--- config.mk ---
export PLATFORM = sky130hd
export DESIGN_NAME = bvm_top
export DESIGN_NICKNAME = d
export VERILOG_FILES = /design/src/common/bvm_pkg.sv /design/src/core/bvm_level_alarm.sv /design/src/core/bvm_slew_step.sv /design/src/core/bvm_top.sv
export SDC_FILE = /design/constraint.sdc
export NUM_CORES = 1
export LEC_CHECK = 0
export BUFFER_PORTS_ARGS = -buffer_cell sky130_fd_sc_hd__buf_2
export CORE_UTILIZATION = 31
export CTS_BUF_LIST = sky130_fd_sc_hd__clkbuf_8
export CTS_CLUSTER_DIAMETER = 80
export DETAILED_ROUTE_END_ITERATION = 8
export PLACE_DENSITY = 0.55
export RECOVER_POWER = 25
export SYNTH_ARGS = -nofsm -noshare
export SYNTH_HDL_FRONTEND = slang
export SYNTH_SLANG_ARGS = --single-unit
--- constraint.sdc ---
create_clock -name i_core_clk -period 4.45 [get_ports i_core_clk]
set_input_delay 0.2225 -clock i_core_clk [delete_from_list [all_inputs] [get_ports i_core_clk]]
set_output_delay 0.2225 -clock i_core_clk [all_outputs]
set_load 0.02 [all_outputs]
--- src/common/bvm_pkg.sv ---
// Purpose: shared constants of the bus voltage monitor and alarm block
// Assumes: byte-wide register port, one 250 MHz clock
// Notes: offsets are the byte addresses of the register port

package bvm_pkg;

    // --------------------------------------------------------------
    // register offsets
    // --------------------------------------------------------------
    localparam logic [7:0] BVM_ADDR_MEAS_UPPER = 8'h71;
    localparam logic [7:0] BVM_ADDR_DISCH_LO = 8'h74;
    localparam logic [7:0] BVM_ADDR_DISCH_HI = 8'h75;
    localparam logic [7:0] BVM_ADDR_HIALM_LO = 8'h76;
    localparam logic [7:0] BVM_ADDR_HIALM_HI = 8'h77;
    localparam logic [7:0] BVM_ADDR_LOALM_LO = 8'h78;
    localparam logic [7:0] BVM_ADDR_LOALM_HI = 8'h79;
    localparam logic [7:0] BVM_ADDR_ALT_LO = 8'h7A;
    localparam logic [7:0] BVM_ADDR_ALT_HI = 8'h7B;

    // --------------------------------------------------------------
    // reset values and field layout
    // --------------------------------------------------------------
    localparam logic [7:0] BVM_RST_DISCH_LO = 8'h20;
    localparam logic [7:0] BVM_RST_ZERO = 8'h00;
    localparam logic [7:0] BVM_RD_UNMAPPED = 8'h00;
    localparam int BVM_MEAS_W = 10;
    localparam int BVM_UP_W = 2;
    localparam int BVM_SP_W = 11;
    localparam logic [1:0] BVM_SCALE_NONE = 2'h0;
    localparam logic [3:0] BVM_UPPER_PAD = 4'h0;

    // --------------------------------------------------------------
    // discharge level and setpoint codes
    // --------------------------------------------------------------
    localparam logic [9:0] BVM_DISCH_MASK = 10'h3FC;
    localparam logic [9:0] BVM_DISCH_RANGE_LO = 10'h01C;
    localparam logic [9:0] BVM_DISCH_FLOOR = 10'h014;
    localparam logic [10:0] BVM_SP_COARSE_MIN = 11'h0A5;
    localparam logic [10:0] BVM_SP_COARSE_MAX = 11'h3FF;
    localparam logic [10:0] BVM_SP_FINE_MIN = 11'h14A;
    localparam logic [10:0] BVM_SP_FINE_MAX = 11'h7FF;

    // --------------------------------------------------------------
    // timing
    // --------------------------------------------------------------
    localparam int BVM_CLK_PERIOD_PS = 4000;
    localparam int BVM_SLEW_STEP_NS = 100;
    localparam int BVM_SLEW_STEP_CYC = (BVM_SLEW_STEP_NS * 1000) / BVM_CLK_PERIOD_PS;
    localparam int BVM_TICK_W = 8;

endpackage

--- src/core/bvm_level_alarm.sv ---
// Purpose: one level-triggered voltage alarm with a sticky flag
// Assumes: i_sample pulses once per new measurement
// Notes: instantiated once for the high and once for the low alarm

`timescale 1ns/1ps
`default_nettype none

module bvm_level_alarm #(
    parameter bit ABOVE = 1'b1
) (
    // clock and reset
    input wire logic i_core_clk,
    input wire logic i_reset,
    // comparison
    input wire logic [bvm_pkg::BVM_MEAS_W-1:0] i_meas,
    input wire logic [bvm_pkg::BVM_MEAS_W-1:0] i_thresh,
    input wire logic i_sample,
    // flag control
    input wire logic i_disable,
    input wire logic i_clear,
    output logic o_flag
);
    import bvm_pkg::*;

    logic cond;
    wire beyond = ABOVE ? (i_meas > i_thresh) : (i_meas < i_thresh);
    // set wins over a clear in the same cycle, so a lasting level re-raises
    wire next_flag = (o_flag & ~i_clear) | (cond & ~i_disable);

    always_ff @(posedge i_core_clk) begin
        if (i_reset) begin
            cond <= 1'b0;
            o_flag <= 1'b0;
        end else begin
            if (i_sample) begin
                cond <= beyond;
            end
            o_flag <= next_flag;
        end
    end
endmodule

`default_nettype wire

--- src/core/bvm_slew_step.sv ---
// Purpose: moves the driven setpoint one count per tick toward its target
// Assumes: i_tick is a one-cycle enable from a divider
// Notes: level is in fine setpoint units

`timescale 1ns/1ps
`default_nettype none

module bvm_slew_step (
    // clock and reset
    input wire logic i_core_clk,
    input wire logic i_reset,
    // control
    input wire logic i_tick,
    input wire logic [bvm_pkg::BVM_SP_W-1:0] i_target,
    // state
    output logic [bvm_pkg::BVM_SP_W-1:0] o_level,
    output logic o_busy
);
    import bvm_pkg::*;

    wire go_up = i_target > o_level;
    wire go_down = i_target < o_level;
    wire [BVM_SP_W-1:0] next_level = go_up ? o_level + 11'h001 :
                                     go_down ? o_level - 11'h001 : o_level;

    always_ff @(posedge i_core_clk) begin
        if (i_reset) begin
            o_level <= '0;
            o_busy <= 1'b0;
        end else begin
            o_busy <= go_up | go_down;
            if (i_tick) begin
                o_level <= next_level;
            end
        end
    end
endmodule

`default_nettype wire

--- src/core/bvm_top.sv ---
// Purpose: supply voltage readout, discharge level, alarms, alternate setpoint
// Assumes: register port driven by the serial interface on the same clock
// Notes: measurement, enables and commands arrive from logic on this clock

`timescale 1ns/1ps
`default_nettype none

module bvm_top (
    // clock and reset
    input wire logic i_core_clk,
    input wire logic i_reset,
    // register port
    input wire logic [7:0] i_reg_addr,
    input wire logic i_reg_wr,
    input wire logic i_reg_rd,
    input wire logic [7:0] i_reg_wdata,
    output logic [7:0] o_reg_rdata,
    // measurement
    input wire logic [bvm_pkg::BVM_MEAS_W-1:0] i_adc_code,
    input wire logic i_adc_valid,
    input wire logic i_monitor_enable,
    // alarms
    input wire logic i_alarm_disable,
    input wire logic i_over_clear,
    input wire logic i_under_clear,
    output logic o_over_level_flag,
    output logic o_under_level_flag,
    // discharge
    output logic [bvm_pkg::BVM_MEAS_W-1:0] o_discharge_end_level,
    // alternate setpoint
    input wire logic i_fine_select,
    input wire logic i_drive_alt_cmd,
    output logic [bvm_pkg::BVM_SP_W-1:0] o_setpoint_target,
    output logic [bvm_pkg::BVM_SP_W-1:0] o_setpoint_level,
    output logic o_setpoint_range_err,
    output logic o_slewing
);
    import bvm_pkg::*;

    // --------------------------------------------------------------
    // register storage
    // --------------------------------------------------------------
    logic [7:0] disch_lo;
    logic [BVM_UP_W-1:0] disch_hi;
    logic [7:0] hialm_lo;
    logic [BVM_UP_W-1:0] hialm_hi;
    logic [7:0] loalm_lo;
    logic [BVM_UP_W-1:0] loalm_hi;
    logic [7:0] alt_lo;
    logic [7:0] alt_hi;
    logic [BVM_MEAS_W-1:0] meas;
    logic meas_new;
    logic [BVM_TICK_W-1:0] tick_cnt;
    logic slew_tick;

    // --------------------------------------------------------------
    // address decode
    // --------------------------------------------------------------
    wire wr_disch_lo = i_reg_wr && (i_reg_addr == BVM_ADDR_DISCH_LO);
    wire wr_disch_hi = i_reg_wr && (i_reg_addr == BVM_ADDR_DISCH_HI);
    wire wr_hialm_lo = i_reg_wr && (i_reg_addr == BVM_ADDR_HIALM_LO);
    wire wr_hialm_hi = i_reg_wr && (i_reg_addr == BVM_ADDR_HIALM_HI);
    wire wr_loalm_lo = i_reg_wr && (i_reg_addr == BVM_ADDR_LOALM_LO);
    wire wr_loalm_hi = i_reg_wr && (i_reg_addr == BVM_ADDR_LOALM_HI);
    wire wr_alt_lo = i_reg_wr && (i_reg_addr == BVM_ADDR_ALT_LO);
    wire wr_alt_hi = i_reg_wr && (i_reg_addr == BVM_ADDR_ALT_HI);

    // --------------------------------------------------------------
    // read selection
    // --------------------------------------------------------------
    // reserved bits read zero, scale code fixed at unscaled
    wire [7:0] rd_upper = {BVM_UPPER_PAD, BVM_SCALE_NONE, meas[9:8]};
    wire [7:0] rd_mux =
        (i_reg_addr == BVM_ADDR_MEAS_UPPER) ? rd_upper :
        (i_reg_addr == BVM_ADDR_DISCH_LO) ? disch_lo :
        (i_reg_addr == BVM_ADDR_DISCH_HI) ? {6'h00, disch_hi} :
        (i_reg_addr == BVM_ADDR_HIALM_LO) ? hialm_lo :
        (i_reg_addr == BVM_ADDR_HIALM_HI) ? {6'h00, hialm_hi} :
        (i_reg_addr == BVM_ADDR_LOALM_LO) ? loalm_lo :
        (i_reg_addr == BVM_ADDR_LOALM_HI) ? {6'h00, loalm_hi} :
        (i_reg_addr == BVM_ADDR_ALT_LO) ? alt_lo :
        (i_reg_addr == BVM_ADDR_ALT_HI) ? alt_hi :
        BVM_RD_UNMAPPED;

    always_ff @(posedge i_core_clk) begin
        if (i_reset) begin
            o_reg_rdata <= BVM_RD_UNMAPPED;
        end else if (i_reg_rd) begin
            o_reg_rdata <= rd_mux;
        end
    end

    // --------------------------------------------------------------
    // threshold and setpoint registers
    // --------------------------------------------------------------
    always_ff @(posedge i_core_clk) begin
        if (i_reset) begin
            disch_lo <= BVM_RST_DISCH_LO;
            disch_hi <= '0;
        end else begin
            if (wr_disch_lo) begin
                disch_lo <= i_reg_wdata;
            end
            if (wr_disch_hi) begin
                disch_hi <= i_reg_wdata[BVM_UP_W-1:0];
            end
        end
    end

    always_ff @(posedge i_core_clk) begin
        if (i_reset) begin
            hialm_lo <= BVM_RST_ZERO;
            hialm_hi <= '0;
        end else begin
            if (wr_hialm_lo) begin
                hialm_lo <= i_reg_wdata;
            end
            if (wr_hialm_hi) begin
                hialm_hi <= i_reg_wdata[BVM_UP_W-1:0];
            end
        end
    end

    always_ff @(posedge i_core_clk) begin
        if (i_reset) begin
            loalm_lo <= BVM_RST_ZERO;
            loalm_hi <= '0;
        end else begin
            if (wr_loalm_lo) begin
                loalm_lo <= i_reg_wdata;
            end
            if (wr_loalm_hi) begin
                loalm_hi <= i_reg_wdata[BVM_UP_W-1:0];
            end
        end
    end

    // writing only stores; nothing downstream moves until the command
    always_ff @(posedge i_core_clk) begin
        if (i_reset) begin
            alt_lo <= BVM_RST_ZERO;
            alt_hi <= BVM_RST_ZERO;
        end else begin
            if (wr_alt_lo) begin
                alt_lo <= i_reg_wdata;
            end
            if (wr_alt_hi) begin
                alt_hi <= i_reg_wdata;
            end
        end
    end

    // --------------------------------------------------------------
    // measurement capture
    // --------------------------------------------------------------
    // results are only trusted while the monitor runs
    wire take_meas = i_adc_valid && i_monitor_enable;

    always_ff @(posedge i_core_clk) begin
        if (i_reset) begin
            meas <= '0;
            meas_new <= 1'b0;
        end else begin
            meas_new <= take_meas;
            if (take_meas) begin
                meas <= i_adc_code;
            end
        end
    end

    // --------------------------------------------------------------
    // voltage alarms
    // --------------------------------------------------------------
    wire [BVM_MEAS_W-1:0] hi_level = {hialm_hi, hialm_lo};
    wire [BVM_MEAS_W-1:0] lo_level = {loalm_hi, loalm_lo};

    bvm_level_alarm #(
        .ABOVE(1'b1)
    ) u_over (
        .i_core_clk(i_core_clk),
        .i_reset(i_reset),
        .i_meas(meas),
        .i_thresh(hi_level),
        .i_sample(meas_new),
        .i_disable(i_alarm_disable),
        .i_clear(i_over_clear),
        .o_flag(o_over_level_flag)
    );

    bvm_level_alarm #(
        .ABOVE(1'b0)
    ) u_under (
        .i_core_clk(i_core_clk),
        .i_reset(i_reset),
        .i_meas(meas),
        .i_thresh(lo_level),
        .i_sample(meas_new),
        .i_disable(i_alarm_disable),
        .i_clear(i_under_clear),
        .o_flag(o_under_level_flag)
    );

    // --------------------------------------------------------------
    // discharge end level
    // --------------------------------------------------------------
    // low two bits dropped, small codes pinned to the 0.5 V floor
    wire [BVM_MEAS_W-1:0] disch_raw = {disch_hi, disch_lo};
    wire [BVM_MEAS_W-1:0] disch_masked = disch_raw & BVM_DISCH_MASK;
    wire disch_floor = disch_masked < BVM_DISCH_RANGE_LO;
    wire [BVM_MEAS_W-1:0] next_disch = disch_floor ? BVM_DISCH_FLOOR : disch_masked;

    always_ff @(posedge i_core_clk) begin
        if (i_reset) begin
            o_discharge_end_level <= BVM_DISCH_FLOOR;
        end else begin
            o_discharge_end_level <= next_disch;
        end
    end

    // --------------------------------------------------------------
    // alternate setpoint
    // --------------------------------------------------------------
    // coarse counts are twice the fine step, so the target is kept in fine units
    wire [15:0] alt_word = {alt_hi, alt_lo};
    wire [BVM_SP_W-1:0] coarse_code = {1'b0, alt_word[9:0]};
    wire [BVM_SP_W-1:0] fine_code = alt_word[10:0];
    wire [BVM_SP_W-1:0] sp_code = i_fine_select ? fine_code : coarse_code;
    wire [BVM_SP_W-1:0] sp_min = i_fine_select ? BVM_SP_FINE_MIN : BVM_SP_COARSE_MIN;
    wire [BVM_SP_W-1:0] sp_max = i_fine_select ? BVM_SP_FINE_MAX : BVM_SP_COARSE_MAX;
    wire sp_high_bits = i_fine_select ? (alt_word[15:11] != 5'h00) : (alt_word[15:10] != 6'h00);
    wire sp_bad = sp_high_bits || (sp_code < sp_min) || (sp_code > sp_max);
    // a bad code is clamped so the converter never leaves its range
    wire [BVM_SP_W-1:0] sp_clamped = (sp_high_bits || sp_code > sp_max) ? sp_max :
                                     (sp_code < sp_min) ? sp_min : sp_code;
    wire [BVM_SP_W-1:0] sp_fine_units = i_fine_select ? sp_clamped :
                                        {sp_clamped[BVM_SP_W-2:0], 1'b0};

    always_ff @(posedge i_core_clk) begin
        if (i_reset) begin
            o_setpoint_target <= '0;
            o_setpoint_range_err <= 1'b0;
        end else if (i_drive_alt_cmd) begin
            o_setpoint_target <= sp_fine_units;
            o_setpoint_range_err <= sp_bad;
        end
    end

    // --------------------------------------------------------------
    // slew rate divider
    // --------------------------------------------------------------
    wire tick_wrap = tick_cnt == BVM_TICK_W'(BVM_SLEW_STEP_CYC - 1);

    always_ff @(posedge i_core_clk) begin
        if (i_reset) begin
            tick_cnt <= '0;
            slew_tick <= 1'b0;
        end else begin
            tick_cnt <= tick_wrap ? '0 : tick_cnt + 8'h01;
            slew_tick <= tick_wrap;
        end
    end

    bvm_slew_step u_slew (
        .i_core_clk(i_core_clk),
        .i_reset(i_reset),
        .i_tick(slew_tick),
        .i_target(o_setpoint_target),
        .o_level(o_setpoint_level),
        .o_busy(o_slewing)
    );
endmodule

`default_nettype wire

## Word level (Yosys, flattened, before mapping)

Cells that the tools add are included.

| operators by class | value |
|---|---|
| $add $sub $neg | 3 |
| $lt $le $gt $ge | 7 |
| equal/unequal tests | 10 |
| mux-type cells | 18 |
| bitwise operators | 10 |
| reduce and logical (&&, ||, !) cells | 18 |

Operators by type and width:

| operator | count |
|---|---|
| 11-bit 2-to-1 mux | 7 |
| 8-bit by 7-bit equality test with 1-bit output, second input constant | 9 |
| 8-bit 2-to-1 mux | 9 |
| 11-bit greater-than comparator | 2 |
| 11-bit by 1-bit adder with 11-bit output, second input constant | 1 |
| 11-bit < comparator | 1 |
| 11-bit by 9-bit < comparator with 1-bit output | 1 |
| 11-bit by 1-bit subtractor with 11-bit output, second input constant | 1 |
| 10-bit greater-than comparator | 1 |
| 10-bit < comparator | 1 |
| 10-bit by 5-bit < comparator with 1-bit output, second input constant | 1 |
| 1-bit logical AND | 9 |
| 9-bit 2-to-1 mux | 1 |
| 8-bit by 1-bit adder with 8-bit output, second input constant | 1 |
| 8-bit by 5-bit equality test with 1-bit output, second input constant | 1 |
| 6-bit nonzero test | 1 |
| 5-bit nonzero test | 1 |
| 1-bit AND | 4 |
| 2-bit OR reduction | 2 |
| 1-bit logical OR | 3 |
| 1-bit NOT | 3 |
| 1-bit bitwise OR | 3 |
| 2-bit AND reduction | 1 |
| 2-bit nonzero test | 1 |
| 1-bit 2-to-1 mux | 1 |

| storage, ports and cells | value |
|---|---|
| register bits after elaboration | 112 |
| output and inout bits | 44 |

## Longest topological paths before layout

| depth | value |
|---|---|
| depth after elaboration | 10 |
| depth in mapped cells | 15 |
| gate-level depth less buffers | 15 |

## By module

Synthesis repeated with hierarchy kept, for this count alone.

| unflattened totals | value |
|---|---|
| cell total of the unflattened synthesis | 696 |
| area total of the unflattened synthesis | 6,117.1 um^2 |

By module, submodules not included:

| module | instances | cells an instance | area each (um^2) | sequential area each (um^2) |
|---|---|---|---|---|
| bvm_top | 1 | 470 | 4,262.8 | 1,881.8 |
| bvm_slew_step | 1 | 142 | 1,199.9 | 240.2 |
| bvm_level_alarm at u_over | 1 | 44 | 351.6 | 40.0 |
| bvm_level_alarm at u_under | 1 | 40 | 302.8 | 40.0 |

## Worst setup path before layout

OpenSTA, ideal clock, no wires.

| timing | value |
|---|---|
| path type | reg-to-reg |
| from | reg u_slew.o_level[4] in the netlist's numbering |
| to | reg u_slew.o_level[10] in the netlist's numbering |
| setup time | 0.070 ns |
| arrival | 3.189 ns |
| required time | 4.380 ns |
| slack | 1.191 ns |
| cell stages (with the launch flop) | 15 |
| path buffers | 0 |
| cells stage by stage | dfxtp_1 inv_1 ha_1 a2111o_1 o2111ai_2 a21boi_1 inv_1 ha_1 o21a_1 o21ai_2 a32o_1 o21ai_1 xor2_1 or3_1 a21oi_1 |

| on the way | value |
|---|---|
| longest elaborated chain between the ends | 3 |
| elaborated cells between the ends (all ways) | 8 |
| classes of those cells | add/sub (2); order compare (2); mux (2); reduce/logical (2) |

RTL lines:

| item | line | RTL |
|---|---|---|
| from (decl) | bvm_slew_step.sv:16 | `output logic [bvm_pkg::BVM_SP_W-1:0] o_level,` |
| from (signal assigned) | bvm_slew_step.sv:33 | `o_level <= next_level;` |
| 11-bit by 1-bit subtractor with 11-bit output (tied with other cells) | bvm_slew_step.sv:24 | `go_down ? o_level - 11'h001 : o_level;` |
| 11-bit 2-to-1 mux / 2-bit nonzero test (equally long branches) | n/a |  |
| 11-bit 2-to-1 mux / 2-bit AND reduction (equally long branches) | n/a |  |

Parallel ways exist; a longest one is shown, timed or not. The select of a mux whose other input is x is not followed.
A chain may end at the register's enable or synchronous reset.

## Final worst setup path

Same ends and word-level chain as after synthesis.

==> results.cfg <==
[detailed_routing]
finalWirelength_um = 14800
postRouteAntennaNets = 0
avgRoutedWirePerCell_um = 15.1
routed_via_density = 4.96
drt-pass1-iter-count = 4
drt-initial-drc-count = 304
num_vias = 4856
drc = 0

[run_status]
violations = capacitance limit, slew limit
status = complete, but fails checks

[logic_synthesis]
synthDistinctLibCells = 61
syn_area_per_cell_um2 = 8.52
async_flop_share = 0
yosysWarnings = 0
yosysSeqAreaShare = 0.377
syn-cell-area_um2 = 5840
ys_seq_elements = 110
synth_edf_count = 0
synthFlopType = dfxtp_1
synth_cells = 686

[place]
port_buffers = 78
pre_cts_slack_ns = 0.985
hpwl_um = 10800
placed_cell_area_um2 = 6390
place.gp.congestion = 0.807

[floorplanning]
die_w_um = 139
fp.dieH_um = 139
core_um2 = 18200
initial_core_util = 0.321
boundaryPins = 81
rows = 49
die_area_um2 = 19400

[critical_path]
worstSetupPathType = reg2reg
crit_path_end_kind = flop
start_kind = flop
worstPathArrival_ns = 3.81
crit_required_ns = 4.73
crit_fanout = 10

[worst_hold_path]
hold_path.class = in2reg

[pwr]
ir_drop_mv = 0.116
power_density_nw_per_um2 = 293
leakage_nw = 2.66

[sta]
hold_viol = 0
rsz0062_at_grt = no
tightest_slew_ns = 3.99
drv_slew = 84
fin_skew_ns = 0.0123
fin_tns_setup_ns = 0
min_period_ns = 3.53
max_slew_margin = -1.66
timing.final.ws_setup_ns = 0.918
setup_viol = 0
fmax_ghz = 0.283
period_share = 0.794

[cts]
clkLatencyLatePin_ns = 0.39
root_buffer = clkbuf_8
cts.repair.resized = 0
cts_tree = yes
cts_setup_buffers = 0
cts_buffers = 9
cts-htree-levels = 3
holdBufCountCts = 0
cts_buffer_depth = 2
path_clk_slew_ns = 0.11
clock-sinks = 110

[finish]
num_antenna_cells = 0
syn_to_final_growth_pct = 12.6
multi_input_comb_area_um2 = 3340
final.fill_count = 1900
fin_nets = 831
post-route-cell-area_um2 = 6580
regArea_um2 = 2200
largestRegisters = o_setpoint_target x11, u_slew.o_level x11, meas x10
post_route_cells_drive_above_1_share = 0.125

[global_route]
grt_pass1_vias = 4610
grt-ovfl-total = 0
antenna_found_initial = 0
grt_usage = 0.156
grt_max_degree = 84
grt_pass1_wl_um = 23800

[flow_run]
cap_violations = 1
[cell families after synthesis]
logic type / synth area share
xor+xnor: 0.0195
other cells: 0.000642
buf+inv: 0.0516
compound gates: 0.183
fa+ha+maj: 0.106
mux: 0.0730
flops: 0.377
simple gates: 0.190
[placed cells by master, fill, tap and decap left out, types with 5 or more instances in the layout]
cell type  netlist  final
xnor2_1          6      6
a211o_1          5      5
clkbuf_8         0     11
clkbuf_1        22     19
nand4_1          7      7
dfxtp_1        110    110
a21o_1           8      8
nor2_1          76     76
inv_1           42     42
a211oi_1        13     13
nand3_1         27     27
nor3_1          11     11
buf_2            7     59
xor2_1           7      7
mux2i_1         37     37
nand2_1         64     64
ha_1            48     48
mux2_2           5      5
nor2b_1          9      9
o21ai_0         24     24
nand2b_1        13     13
a22oi_1         14     14
a21oi_1         64     64
[where the power goes]
part           internal [mW]  switching (mW)
clock                  0.295           0.363
combinational         0.0939           0.158
sequential              1.00          0.0160
total                   1.39           0.537
[final cells by class]
class,instances,area share
Multi-Input combinational cell,502,0.508
Clock buffer,11,0.0230
Tap cell,229,0.0435
Sequential cell,110,0.335
Inverter,43,0.0245
Clock inverter,5,0.00950
Timing Repair Buffer,79,0.0568
[layer usage]
layer | part of all wire | track usage
met1 | 0.51 | 0.214
met4 | 0.018 | 0.0585
met2 | 0.44 | 0.245
met5 | 0 | 0
met3 | 0.037 | 0.0244
[path summary, 6_finish.rpt]
path | cells past startpoint | end | slack, ns | startpoint
min reg2reg | 2 | u_over.cond$_SDFFE_PP0P_ | 0.47 | u_over.cond$_SDFFE_PP0P_
min | 3 | meas[2]$_SDFFE_PP0P_ | 0.06 | i_adc_code[2]
max | 14 | u_slew.o_level[10]$_SDFFE_PP0P_ | 0.92 | u_slew.o_level[4]$_SDFFE_PP0P_
max reg2reg | 14 | u_slew.o_level[10]$_SDFFE_PP0P_ | 0.92 | u_slew.o_level[4]$_SDFFE_PP0P_
[synthesized netlist by cell type, types with 3 or more instances]
library cell,n,share of area
a21oi_1,64,0.055
nor3_1,11,0.0094
mux2_2,5,0.0096
and3_1,3,0.0032
o211ai_1,4,0.0051
buf_2,7,0.0060
a211oi_1,13,0.017
and2_1,3,0.0032
a31oi_1,4,0.0043
buf_4,3,0.0039
dfxtp_1,110,0.38
inv_1,42,0.027
a211o_1,5,0.0075
xnor2_1,6,0.0090
or3_1,3,0.0032
nor2_1,76,0.049
a22oi_1,14,0.018
o21ai_1,4,0.0034
nand2b_1,13,0.014
nand3_1,27,0.023
nand2_1,64,0.041
o21ai_0,24,0.021
a21boi_0,3,0.0039
ha_1,48,0.10
mux2i_1,37,0.063
nor2b_1,9,0.0096
clkbuf_1,22,0.014
o21a_1,4,0.0051
xor2_1,7,0.010
nand4_1,7,0.0075
a21o_1,8,0.010
[worst max-delay path: stages (launching register included)]
cell	delay (ns)
dfxtp_1	0.40
inv_1	0.06
ha_1	0.32
a2111o_1	0.39
o2111ai_2	0.22
a21boi_1	0.13
inv_1	0.31
ha_1	0.35
o21a_1	0.19
o21ai_2	0.17
a32o_1	0.20
o21ai_1	0.09
xor2_1	0.15
or3_1	0.31
a21oi_1	0.14
[through the flow]
stage	hold slack (ns)	instances	util	total power, mW
2_1_floorplan	0.358	687	-	1.22
3_3_place_gp	0.443	963	0.351	1.29
3_5_place_dp	0.452	963	0.351	1.30
4_1_cts	0.0371	979	0.363	1.95
5_1_grt	0.0360	979	0.362	2.02
6_report	0.0576	979	0.362	1.93
Power figures use the tool's default switching activity.
